[src/design/rci_map.svh]
// register indices, field positions and reset values of the command/irq register group
`ifndef RCI_MAP_SVH
`define RCI_MAP_SVH

// ------------------------------------------------------------
// register indices (byte address is four times the index)
// ------------------------------------------------------------
`define RCI_IDX_RSVD      6'h00
`define RCI_IDX_CMD       6'h01
`define RCI_IDX_MAIN_EN   6'h02
`define RCI_IDX_AUX_EN    6'h03
`define RCI_IDX_MAIN_REQ  6'h04
`define RCI_IDX_AUX_REQ   6'h05

// ------------------------------------------------------------
// reset values
// ------------------------------------------------------------
`define RCI_RST_RSVD      8'h00
`define RCI_RST_CMD       8'h20
`define RCI_RST_MAIN_EN   8'h80
`define RCI_RST_AUX_EN    8'h00
`define RCI_RST_MAIN_REQ  8'h14
`define RCI_RST_AUX_REQ   8'h00

// ------------------------------------------------------------
// field positions
// ------------------------------------------------------------
`define RCI_CMD_RX_OFF    5
`define RCI_CMD_SLEEP     4
`define RCI_EN_POL_INV    7
`define RCI_AUX_DRV_TYPE  7
`define RCI_AUX_EXT_ACT   4
`define RCI_AUX_CHECKSUM  2
`define RCI_REQ_SET_SEL   7
`define RCI_REQ_TX        6
`define RCI_REQ_RX        5
`define RCI_REQ_IDLE      4
`define RCI_REQ_HIGH      3
`define RCI_REQ_LOW       2
`define RCI_REQ_FAULT     1
`define RCI_REQ_COUNT     0
`define RCI_AUX_MASK      8'h14

`endif

[src/design/rci_pkg.sv]
// types shared by the command/irq register group
package rci_pkg;

  // power state of the device, one bit flips into sleep and into wake, both bits flip from wake to active
  typedef enum logic [1:0] {
    RCI_ACTIVE = 2'b00,
    RCI_ASLEEP = 2'b01,
    RCI_WAKING = 2'b11
  } rci_pwr_e;

  typedef logic [3:0] rci_cmd_t;
  typedef logic [7:0] rci_reg_t;

endpackage

[src/design/rci_top.sv]
// command and interrupt register group of the reader, reached over apb
`timescale 1ns/100ps
`default_nettype none
`include "rci_map.svh"

module rci_top #(
  parameter int           ADDR_W      = 12,
  parameter logic [3:0]   IDLE_CODE   = 4'h0,
  parameter logic [3:0]   REINIT_CODE = 4'hf,
  parameter logic [15:0]  KNOWN_CMDS  = 16'hffff
) (
  input  wire logic              CLK,
  input  wire logic              SYS_RST,
  input  wire logic              PSEL,
  input  wire logic              PENABLE,
  input  wire logic              PWRITE,
  input  wire logic [ADDR_W-1:0] PADDR,
  input  wire logic [31:0]       PWDATA,
  output logic      [31:0]       PRDATA,
  output logic                   PREADY,
  output logic                   PSLVERR,
  input  wire logic              TX_LAST_BIT_SENT,
  input  wire logic              RX_DONE_EV,
  input  wire logic              CMD_TERMINATED,
  input  wire logic              FIFO_HIGH_EV,
  input  wire logic              FIFO_LOW_EV,
  input  wire logic              FAULT_EV,
  input  wire logic              COUNTDOWN_EV,
  input  wire logic              EXT_SERIAL_INPUT,
  input  wire logic              CHECKSUM_EV,
  input  wire logic              WAKE_READY,
  output logic      [3:0]        CMD_CODE,
  output logic                   CMD_START,
  output logic                   RECEIVER_SHUTDOWN,
  output logic                   SOFT_SLEEP,
  output logic                   IRQ_O,
  output logic                   IRQ_OE,
  output logic                   INT_O
);

  // ------------------------------------------------------------
  // apb decode
  // ------------------------------------------------------------
  logic       pready_r;
  logic       pready_nxt;
  logic       wr_fire;
  logic [5:0] idx;
  logic       mapped;

  assign idx     = PADDR[7:2];
  // a write takes effect only at the edge where the master sees pready
  // an unmapped hit must not alias onto a register through the low index bits
  assign wr_fire = PSEL && PENABLE && PWRITE && pready_r && mapped;

  // upper address bits and byte offset must be zero for a hit
  function automatic logic is_mapped(input logic [ADDR_W-1:0] a);
    logic hit;
    hit = 1'b0;
    if (a[1:0] != 2'b00) begin
      hit = 1'b0;
    end else if ((a >> 8) != '0) begin
      hit = 1'b0;
    end else if (a[7:2] <= `RCI_IDX_AUX_REQ) begin
      hit = 1'b1;
    end
    return hit;
  endfunction

  assign mapped = is_mapped(PADDR);

  // ------------------------------------------------------------
  // register state
  // ------------------------------------------------------------
  rci_pkg::rci_cmd_t cmd_r,      cmd_nxt;
  logic              start_r,    start_nxt;
  logic              rx_off_r,   rx_off_nxt;
  rci_pkg::rci_pwr_e pwr_r,      pwr_nxt;
  logic              sleep_r;
  rci_pkg::rci_reg_t main_en_r,  main_en_nxt;
  rci_pkg::rci_reg_t aux_en_r,   aux_en_nxt;
  logic [6:0]        main_req_r, main_req_nxt;
  rci_pkg::rci_reg_t aux_req_r,  aux_req_nxt;
  logic              ext_prev_r;
  logic [31:0]       prdata_r,   prdata_nxt;
  logic              slverr_r,   slverr_nxt;
  logic              irq_stat;
  logic              pin_val;
  logic              irq_o_r,    irq_oe_r,  int_r;
  logic [7:0]        wd;
  logic [6:0]        main_ev;
  logic [7:0]        aux_ev;
  logic              idle_ev;

  assign wd = PWDATA[7:0];

  // ------------------------------------------------------------
  // command, receiver shutdown and power state
  // ------------------------------------------------------------
  // command writes and termination share one next-state process so
  // a host write and a termination in the same cycle resolve cleanly
  always_comb begin
    cmd_nxt    = cmd_r;
    start_nxt  = 1'b0;
    rx_off_nxt = rx_off_r;
    pwr_nxt    = pwr_r;
    idle_ev    = 1'b0;
    if (CMD_TERMINATED && cmd_r != IDLE_CODE) begin
      cmd_nxt = IDLE_CODE;
      idle_ev = 1'b1;
    end
    if (wr_fire && idx == `RCI_IDX_CMD) begin
      rx_off_nxt = wd[`RCI_CMD_RX_OFF];
      if (wd[3:0] == IDLE_CODE) begin
        cmd_nxt = IDLE_CODE;                                // host idle raises no flag
      end else if (KNOWN_CMDS[wd[3:0]]) begin
        cmd_nxt   = wd[3:0];
        start_nxt = 1'b1;
      end else begin
        cmd_nxt = IDLE_CODE;
        idle_ev = 1'b1;                                     // unknown code falls to idle
      end
      if (wd[`RCI_CMD_SLEEP]) begin
        // reinit in progress or being launched blocks the sleep request
        if (cmd_r != REINIT_CODE && wd[3:0] != REINIT_CODE) begin
          pwr_nxt = rci_pkg::RCI_ASLEEP;
        end
      end else if (pwr_r == rci_pkg::RCI_ASLEEP) begin
        pwr_nxt = rci_pkg::RCI_WAKING;
      end
    end
    case (pwr_r)
      rci_pkg::RCI_WAKING: begin
        if (WAKE_READY && pwr_nxt == rci_pkg::RCI_WAKING) begin
          pwr_nxt = rci_pkg::RCI_ACTIVE;
        end
      end
      default: begin
      end
    endcase
  end

  always_ff @(posedge CLK or posedge SYS_RST) begin
    if (SYS_RST) begin
      cmd_r    <= IDLE_CODE;
      start_r  <= 1'b0;
      rx_off_r <= 1'b1;                                     // 20h reset value
      pwr_r    <= rci_pkg::RCI_ACTIVE;
      sleep_r  <= 1'b0;
    end else begin
      cmd_r    <= cmd_nxt;
      start_r  <= start_nxt;
      rx_off_r <= rx_off_nxt;
      pwr_r    <= pwr_nxt;
      // sleep pin is its own flop so the output carries no decode glitch
      sleep_r  <= (pwr_nxt != rci_pkg::RCI_ACTIVE);
    end
  end

  // ------------------------------------------------------------
  // enables and request flags
  // ------------------------------------------------------------
  // events always win over a clear in the same cycle
  always_comb begin
    main_en_nxt  = main_en_r;
    aux_en_nxt   = aux_en_r;
    main_req_nxt = main_req_r;
    aux_req_nxt  = aux_req_r;
    main_ev      = {TX_LAST_BIT_SENT, RX_DONE_EV, idle_ev, FIFO_HIGH_EV,
                    FIFO_LOW_EV, FAULT_EV, COUNTDOWN_EV};
    aux_ev       = 8'h00;
    aux_ev[`RCI_AUX_EXT_ACT]  = EXT_SERIAL_INPUT ^ ext_prev_r;  // either edge
    aux_ev[`RCI_AUX_CHECKSUM] = CHECKSUM_EV;
    if (wr_fire) begin
      if (idx == `RCI_IDX_MAIN_EN) begin
        main_en_nxt = wd;
      end else if (idx == `RCI_IDX_AUX_EN) begin
        aux_en_nxt = wd & (`RCI_AUX_MASK | 8'h80);
      end else if (idx == `RCI_IDX_MAIN_REQ) begin
        if (wd[`RCI_REQ_SET_SEL]) begin
          main_req_nxt = main_req_r | wd[6:0];
        end else begin
          main_req_nxt = main_req_r & ~wd[6:0];
        end
      end else if (idx == `RCI_IDX_AUX_REQ) begin
        aux_req_nxt = aux_req_r & ~wd;                      // write one to clear
      end
    end
    main_req_nxt = main_req_nxt | main_ev;
    aux_req_nxt  = (aux_req_nxt | aux_ev) & `RCI_AUX_MASK;
  end

  always_ff @(posedge CLK or posedge SYS_RST) begin
    if (SYS_RST) begin
      main_en_r  <= `RCI_RST_MAIN_EN;
      aux_en_r   <= `RCI_RST_AUX_EN;
      main_req_r <= 7'h14;                                  // 14h with selector bit dropped
      aux_req_r  <= `RCI_RST_AUX_REQ;
      ext_prev_r <= 1'b0;
    end else begin
      main_en_r  <= main_en_nxt;
      aux_en_r   <= aux_en_nxt;
      main_req_r <= main_req_nxt;
      aux_req_r  <= aux_req_nxt;
      ext_prev_r <= EXT_SERIAL_INPUT;
    end
  end

  // ------------------------------------------------------------
  // irq pin and interrupt output
  // ------------------------------------------------------------
  // pin state is computed from next values so the flops track the
  // registers with no extra cycle of lag
  assign irq_stat = |(main_req_nxt & main_en_nxt[6:0])
                  | |(aux_req_nxt & aux_en_nxt & `RCI_AUX_MASK);
  assign pin_val  = irq_stat ^ main_en_nxt[`RCI_EN_POL_INV];

  always_ff @(posedge CLK or posedge SYS_RST) begin
    if (SYS_RST) begin
      irq_o_r  <= 1'b0;
      irq_oe_r <= 1'b0;                                     // released at reset
      int_r    <= 1'b0;
    end else begin
      int_r <= irq_stat;
      if (aux_en_nxt[`RCI_AUX_DRV_TYPE]) begin
        irq_o_r  <= pin_val;                                // push-pull
        irq_oe_r <= 1'b1;
      end else begin
        irq_o_r  <= 1'b0;                                   // open-drain pulls low only
        irq_oe_r <= ~pin_val;
      end
    end
  end

  // ------------------------------------------------------------
  // apb answer: one wait state, data and error registered
  // ------------------------------------------------------------
  always_comb begin
    pready_nxt = PSEL && PENABLE && !pready_r;
    prdata_nxt = prdata_r;
    slverr_nxt = 1'b0;
    if (pready_nxt) begin
      prdata_nxt = 32'h0000_0000;
      slverr_nxt = !mapped;
      if (!mapped) begin
        prdata_nxt = 32'h0000_0000;
      end else if (idx == `RCI_IDX_RSVD) begin
        prdata_nxt[7:0] = `RCI_RST_RSVD;
      end else if (idx == `RCI_IDX_CMD) begin
        prdata_nxt[7:0] = {2'b00, rx_off_r,
                           pwr_r != rci_pkg::RCI_ACTIVE, cmd_r};
      end else if (idx == `RCI_IDX_MAIN_EN) begin
        prdata_nxt[7:0] = main_en_r;
      end else if (idx == `RCI_IDX_AUX_EN) begin
        prdata_nxt[7:0] = aux_en_r;
      end else if (idx == `RCI_IDX_MAIN_REQ) begin
        prdata_nxt[7:0] = {1'b0, main_req_r};               // selector is write-only
      end else begin
        prdata_nxt[7:0] = aux_req_r;
      end
    end
  end

  always_ff @(posedge CLK or posedge SYS_RST) begin
    if (SYS_RST) begin
      pready_r <= 1'b0;
      prdata_r <= 32'h0000_0000;
      slverr_r <= 1'b0;
    end else begin
      pready_r <= pready_nxt;
      prdata_r <= prdata_nxt;
      slverr_r <= slverr_nxt;
    end
  end

  // ------------------------------------------------------------
  // outputs, all straight from flops
  // ------------------------------------------------------------
  assign PRDATA            = prdata_r;
  assign PREADY            = pready_r;
  assign PSLVERR           = slverr_r;
  assign CMD_CODE          = cmd_r;
  assign CMD_START         = start_r;
  assign RECEIVER_SHUTDOWN = rx_off_r;
  assign SOFT_SLEEP        = sleep_r;
  assign IRQ_O             = irq_o_r;
  assign IRQ_OE            = irq_oe_r;
  assign INT_O             = int_r;

endmodule
`default_nettype wire

[config.mk]
export PLATFORM = sky130hd
export DESIGN_NAME = rci_top
export DESIGN_NICKNAME = d
export VERILOG_FILES = /design/src/design/rci_pkg.sv /design/src/design/rci_top.sv
export VERILOG_INCLUDE_DIRS = /design/src /design/src/design
export SDC_FILE = /design/constraint.sdc
export NUM_CORES = 1
export LEC_CHECK = 0
export ABC_AREA = 0
export BUFFER_PORTS_ARGS = -buffer_cell sky130_fd_sc_hd__clkbuf_2
export CORE_MARGIN = 4
export CORE_UTILIZATION = 34
export DETAILED_ROUTE_END_ITERATION = 8
export PLACE_DENSITY_LB_ADDON = 0.12
export RECOVER_POWER = 25
export SYNTH_ARGS = -nofsm -noshare
export SYNTH_HDL_FRONTEND = slang
export SYNTH_SLANG_ARGS = --single-unit
[constraint.sdc]
create_clock -name CLK -period 2.2 [get_ports CLK]
set_clock_uncertainty 0.05 [all_clocks]
set_input_delay 0.33 -clock CLK [delete_from_list [all_inputs] [get_ports CLK]]
set_output_delay 0.33 -clock CLK [all_outputs]
set_load 0.02 [all_outputs]
# Word-level counts from Yosys, hierarchy flattened
# Memory sizes are Yosys's and may differ from the RTL's.
# Cells that the tools add are included.
# word_totals
elab_cells	108
ff_bits	48
in_bits	59
mem_bits_ro	16
mem_count	1
out_inout_bits	44
# classes
eq_ne	10
bitwise	13
reduce_logical	21
n_mux	45
n_lt_le_gt_ge	2
# memory_table
name	depth	word_bits	read_ports	rd_clocked_by_memory_dff	write_ports	line	rtl
(no name shown)	16	1	1	0	0	rci_top.sv:115	end else if (KNOWN_CMDS[wd[3:0]]) begin
# ops
op	n
two-way mux 8 bit	10
two-way mux 7 bit	6
two-way mux 5 bit	5
two-way mux 4 bit	4
AND 7 bit	2
two-way mux 1 bit	14
bitwise OR 7 bit	2
== test 6 x 2 -> 1 bit, second input constant	2
== test 6 x 3 -> 1 bit, second input constant	2
two-way mux 2 bit	6
nonzero test 12 bit	1
AND 5 bit	2
logical AND 1 bit	9
!= test 4 bit, second input constant	2
nonzero test 2 bit	4
NOT 7 bit	1
OR reduction 7 bit	1
== test 6 x 1 -> 1 bit, second input constant	1
<= comparator 6 x 3 -> 1 bit, second input constant	1
logical NOT 6 bit	1
< comparator 4 x 5 -> 1 bit, second input constant	1
NOT 5 bit	1
bitwise OR 5 bit	1
== test 2 bit, second input constant	2
other kinds (8)	10

# Longest topological paths before layout
# logic_depth
word_depth	14
ltp_mapped	10
depth_no_buf	7

# Worst setup path before layout
# OpenSTA, ideal clock, no wires.
# synth_timing
kind	input to register
start	input port PADDR[5]
end	register irq_o_r, in the netlist IRQ_O
required_ps	2026
setup_ps	124
arrival_ps	2405
slack_ps	-379
cell_stages	8
path_buffers	1
cell_sequence	or3_1 > buf_2 > or3_4 > nor2_4 > mux2_2 > a2111oi_4 > nand4_2 > mux2i_1
# synth_via
word_cells_on_any_way	35
cone_classes	order compare: 1; eq/ne: 5; mux: 19; bitwise: 6; reduce/logical: 4
# synth_lines
element	line	rtl
start: declaration	rci_top.sv:17	input wire logic [ADDR_W-1:0] PADDR,
<= comparator 6 x 3 -> 1 bit (no line)	n/a	
two-way mux 1 bit	rci_top.sv:63	end else if (a[7:2] <= `RCI_IDX_AUX_REQ) begin
two-way mux 1 bit	rci_top.sv:61	end else if ((a >> 8) != '0) begin
two-way mux 1 bit	rci_top.sv:59	if (a[1:0] != 2'b00) begin
logical AND 1 bit	rci_top.sv:53	assign wr_fire = PSEL && PENABLE && PWRITE && pready_r && mapped;
two-way mux 8 bit *	rci_top.sv:173	if (wr_fire) begin
via main_en_nxt[1]	rci_top.sv:79	rci_pkg::rci_reg_t main_en_r, main_en_nxt;
AND 7 bit *	rci_top.sv:213	assign irq_stat = |(main_req_nxt & main_en_nxt[6:0])
OR reduction 7 bit *	rci_top.sv:213	
bitwise OR 1 bit *	rci_top.sv:213	
via irq_stat	rci_top.sv:86	logic irq_stat;
bitwise XOR 1 bit *	rci_top.sv:215	assign pin_val = irq_stat ^ main_en_nxt[`RCI_EN_POL_INV];
two-way mux 1 bit *	rci_top.sv:224	if (aux_en_nxt[`RCI_AUX_DRV_TYPE]) begin
end signal: assignment	rci_top.sv:225	irq_o_r <= pin_val;
end: declaration	rci_top.sv:88	logic irq_o_r, irq_oe_r, int_r;
# Mark *: on every way through the listed nets, which the timed path passes. The rest lies on a longest branch.
# A chain may end at the register's enable or synchronous reset.

# Worst setup path in the final report
# Same ends and word-level chain as after synthesis.

==> impl_metrics.ini <==
[synthesis]
synth_area_um2 = 2370
postSynthAreaPerCell_um2 = 9.55
synthArstFlopShare_pct = 100
synth_top_area_share_pct = 41.2
synth-seq-cells = 43
yosysUniqueCellTypes = 51
synth.largest_area_cell = dfrtp_1
synth.area.top_cells = dfrtp_1 41%, buf_4 7.6%, nand2_1 6.3%
synth.yosys.warnings = 0
synthCells = 248
ys.flop_type = dfrtp_1
synth_edf_count = 0
ys_seq_area_share_pct = 45.7

[final_layout]
nFillCells = 663
multi_input_area_um2 = 1210
area_growth_pct = 33.8
layoutNonFillerInstCount = 444
nets = 406
n_antenna_cell = 0
seqCellArea_um2 = 1080
drive_gt1_share_pct = 40.8

[worst_setup_path]
cp-end-kind = register
arrival_ns = 2.31
crit_chain = buf_6, or3_4, or3_4, nor2_4, mux2_4, a2111oi_4, nand4_2, mux2i_1
cp-start-kind = input port
crit_type = input port to register
critPathRequiredTime_ns = 2.32
cp_common_cell = or3_4
path_max_fanout = 3
cp_slowest_cell = or3_4
max_stage_delay_ns = 0.37

[detailed_routing]
drt_pass1_iterations = 4
met1Wirelength_um = 2900
ant_nets = 0
routed-wl-met3_um = 294
vias = 2121
route.met2.wl_um = 3170
wl_per_cell_um = 14.7
finalWirelength_um = 6520
drc = 0
highest_layer = met4
drt-vias-per-instance = 4.78
dr.first_iter.drc_count = 97

[placement]
place_hpwl_um = 5010
port_buffers = 54
placed_cells = 435
place.gp.congestion = 0.876

[floorplan]
start_util_pct = 34.8
dieHeight_um = 91.4
fp.dieW_um = 91.4
rows = 30
ios = 103
dieArea_um2 = 8360
core_region_area_um2 = 6790

[grt]
grt_max_degree = 44
grt_pass1_wl_um = 10900
gr-total-overflow = 0
antenna_found_initial = 0
track_usage_pct = 16.2
grt_pass1_vias = 2190

[timing]
period_share_pct = 99.8
holdWs_ns = 0.132
slew_headroom_pct = 27.7
report.final.slew_viol_count = 0
setup_viol_count_final = 0
grt_setup_unrepaired = yes
period_needed_ns = 2.19
finalHoldViolations = 0
worst_pin_slew_ns = 1.08
fmax_ghz = 0.456

[clock_tree]
root_buffer = clkbuf_8
cts_buffers = 5
htreeDepth = 2
cts_buffer_depth = 2
clkLatencyLatePin_ns = 0.29
holdBufCountCts = 0
tritoncts = done
clk_pin_slew_ns = 0.08
clock_sinks = 43

[power]
internal-power_uw = 1070
clockPowerShare_pct = 33.6
power_uw = 1450
cellLeakagePower_uw = 0.00158
sw_frac_of_total_pct = 26.3
switching_power_uw = 383
comb_power_share_pct = 11.8
vdd_drop_max_v = 0.000222
power.density_nw_per_um2 = 459
seqPwrFrac_pct = 54.6

[run_status]
status = finished, final reports clean

[worst_hold_path]
hold_class = input port to register

[flow_run]
cap_violations = 0
-- power by group through the flow --
stage / Sequential, uW / Clock (uW) / Combinational [uW]
4_1_cts: 794 / 505 / 167
5_1_grt: 795 / 538 / 190
6_report: 794 / 489 / 171
2_1_floorplan: 813 / 0 / 115
3_3_place_gp: 810 / 0 / 165
3_5_place_dp: 810 / 0 / 166
-- synth_stat cells (all sizes together) (2+ instances only) --
library cell,count
nand2,40
dfrtp,39
buf,28
nor2,18
o21ai,13
nand3,12
and3,8
clkbuf,7
mux2,7
mux2i,7
nand4,7
a21oi,5
a22oi,5
a222oi,4
dfstp,4
nand3b,4
o31ai,4
a21o,3
a31oi,3
inv,3
nor3,3
nor4,3
nor3b,2
or3,2
-- logic make-up (layout without fill, tap and decap cells) --
kind of cell	Yosys count	in the layout	synth area share, %
compound gates	45	45	14.3
buf+inv	38	115	10.0
simple gates	106	106	23.2
other cells	1	24	0.158
flops	43	43	45.7
mux	14	14	6.29
xor+xnor	1	1	0.370
-- stage by stage --
stage          TNS (ns)  worst slack, ns  cell area, um^2  utilization (%)
4_1_cts         -0.0635          -0.0342             3100             45.7
3_3_place_gp      -1.86           -0.381             2990             44.0
2_1_floorplan    -0.684           -0.262             2460                -
6_report              0          0.00525             3170             46.6
5_1_grt          -0.152          -0.0828             3170             46.6
3_5_place_dp      -2.24           -0.430             2990             44.0
-- worst paths after layout --
| path | endpoint | startpoint | depth (start not counted) | slack, ns |
|---|---|---|---|---|
| max | IRQ_O | PADDR[5] | 8 | 0.005 |
| min | ext_prev_r | EXT_SERIAL_INPUT | 1 | 0.13 |
| max reg2reg | IRQ_O | PREADY | 8 | 0.05 |
| min reg2reg | RECEIVER_SHUTDOWN | RECEIVER_SHUTDOWN | 2 | 0.43 |
| max in group asynchronous | aux_req_r[2] | SYS_RST | 3 | 1.13 |
| min in group asynchronous | main_en_r[1] | SYS_RST | 3 | 0.30 |
-- cell type report --
cell class / count / area share (%)
Clock buffer: 7 / 2.41
Tap cell: 96 / 3.79
Multi-Input combinational cell: 190 / 38.3
Clock inverter: 1 / 0.158
Sequential cell: 43 / 34.1
Timing Repair Buffer: 104 / 20.9
Inverter: 3 / 0.356
-- repair_timing --
action,CTS,global route
resized for setup,2,15
cloned,0,0
buffers inserted,1,0
endpoints found under the setup margin,3,3
hold endpoints to repair,0,0
pin swaps,2,2
-- metal layers --
metal	vias to the layer above	track usage [%]
met5	-	0
li1	1043	-
met4	0	5.53
met3	8	3.23
met1	1014	21.7
met2	56	26.2
-- state kept, by name, summed over array words and instances (netlist names), 2 cells and up --
| name | flops |
|---|---|
| main_en_r | 8 |
| PRDATA | 8 |
| main_req_r | 7 |
| aux_req_r | 2 |
| CMD_CODE | 4 |
| pwr_r | 2 |
| aux_en_r | 3 |
-- worst max-delay path, delay by kind of cell --
family / cells / cell delay, ns
buf+inv: 1 / 0.10
mux: 2 / 0.49
simple gates: 4 / 1.05
compound gates: 1 / 0.33
-- cell usage in the layout, fill, tap and decap left out, types with 3 or more instances in the layout --
master / instances
a21o_1: 3
a21oi_1: 5
a222oi_1: 4
a22oi_2: 3
and3_1: 8
buf_4: 48
clkbuf_1: 3
clkbuf_2: 53
clkbuf_8: 5
conb_1: 24
dfrtp_1: 39
dfstp_2: 4
mux2_2: 4
mux2i_1: 7
nand2_1: 40
nand3_1: 11
nand3b_1: 4
nand4_1: 6
nor2_1: 17
o21ai_0: 4
o21ai_1: 6
o21ai_2: 3
o31ai_2: 3
Power figures use the tool's default switching activity.
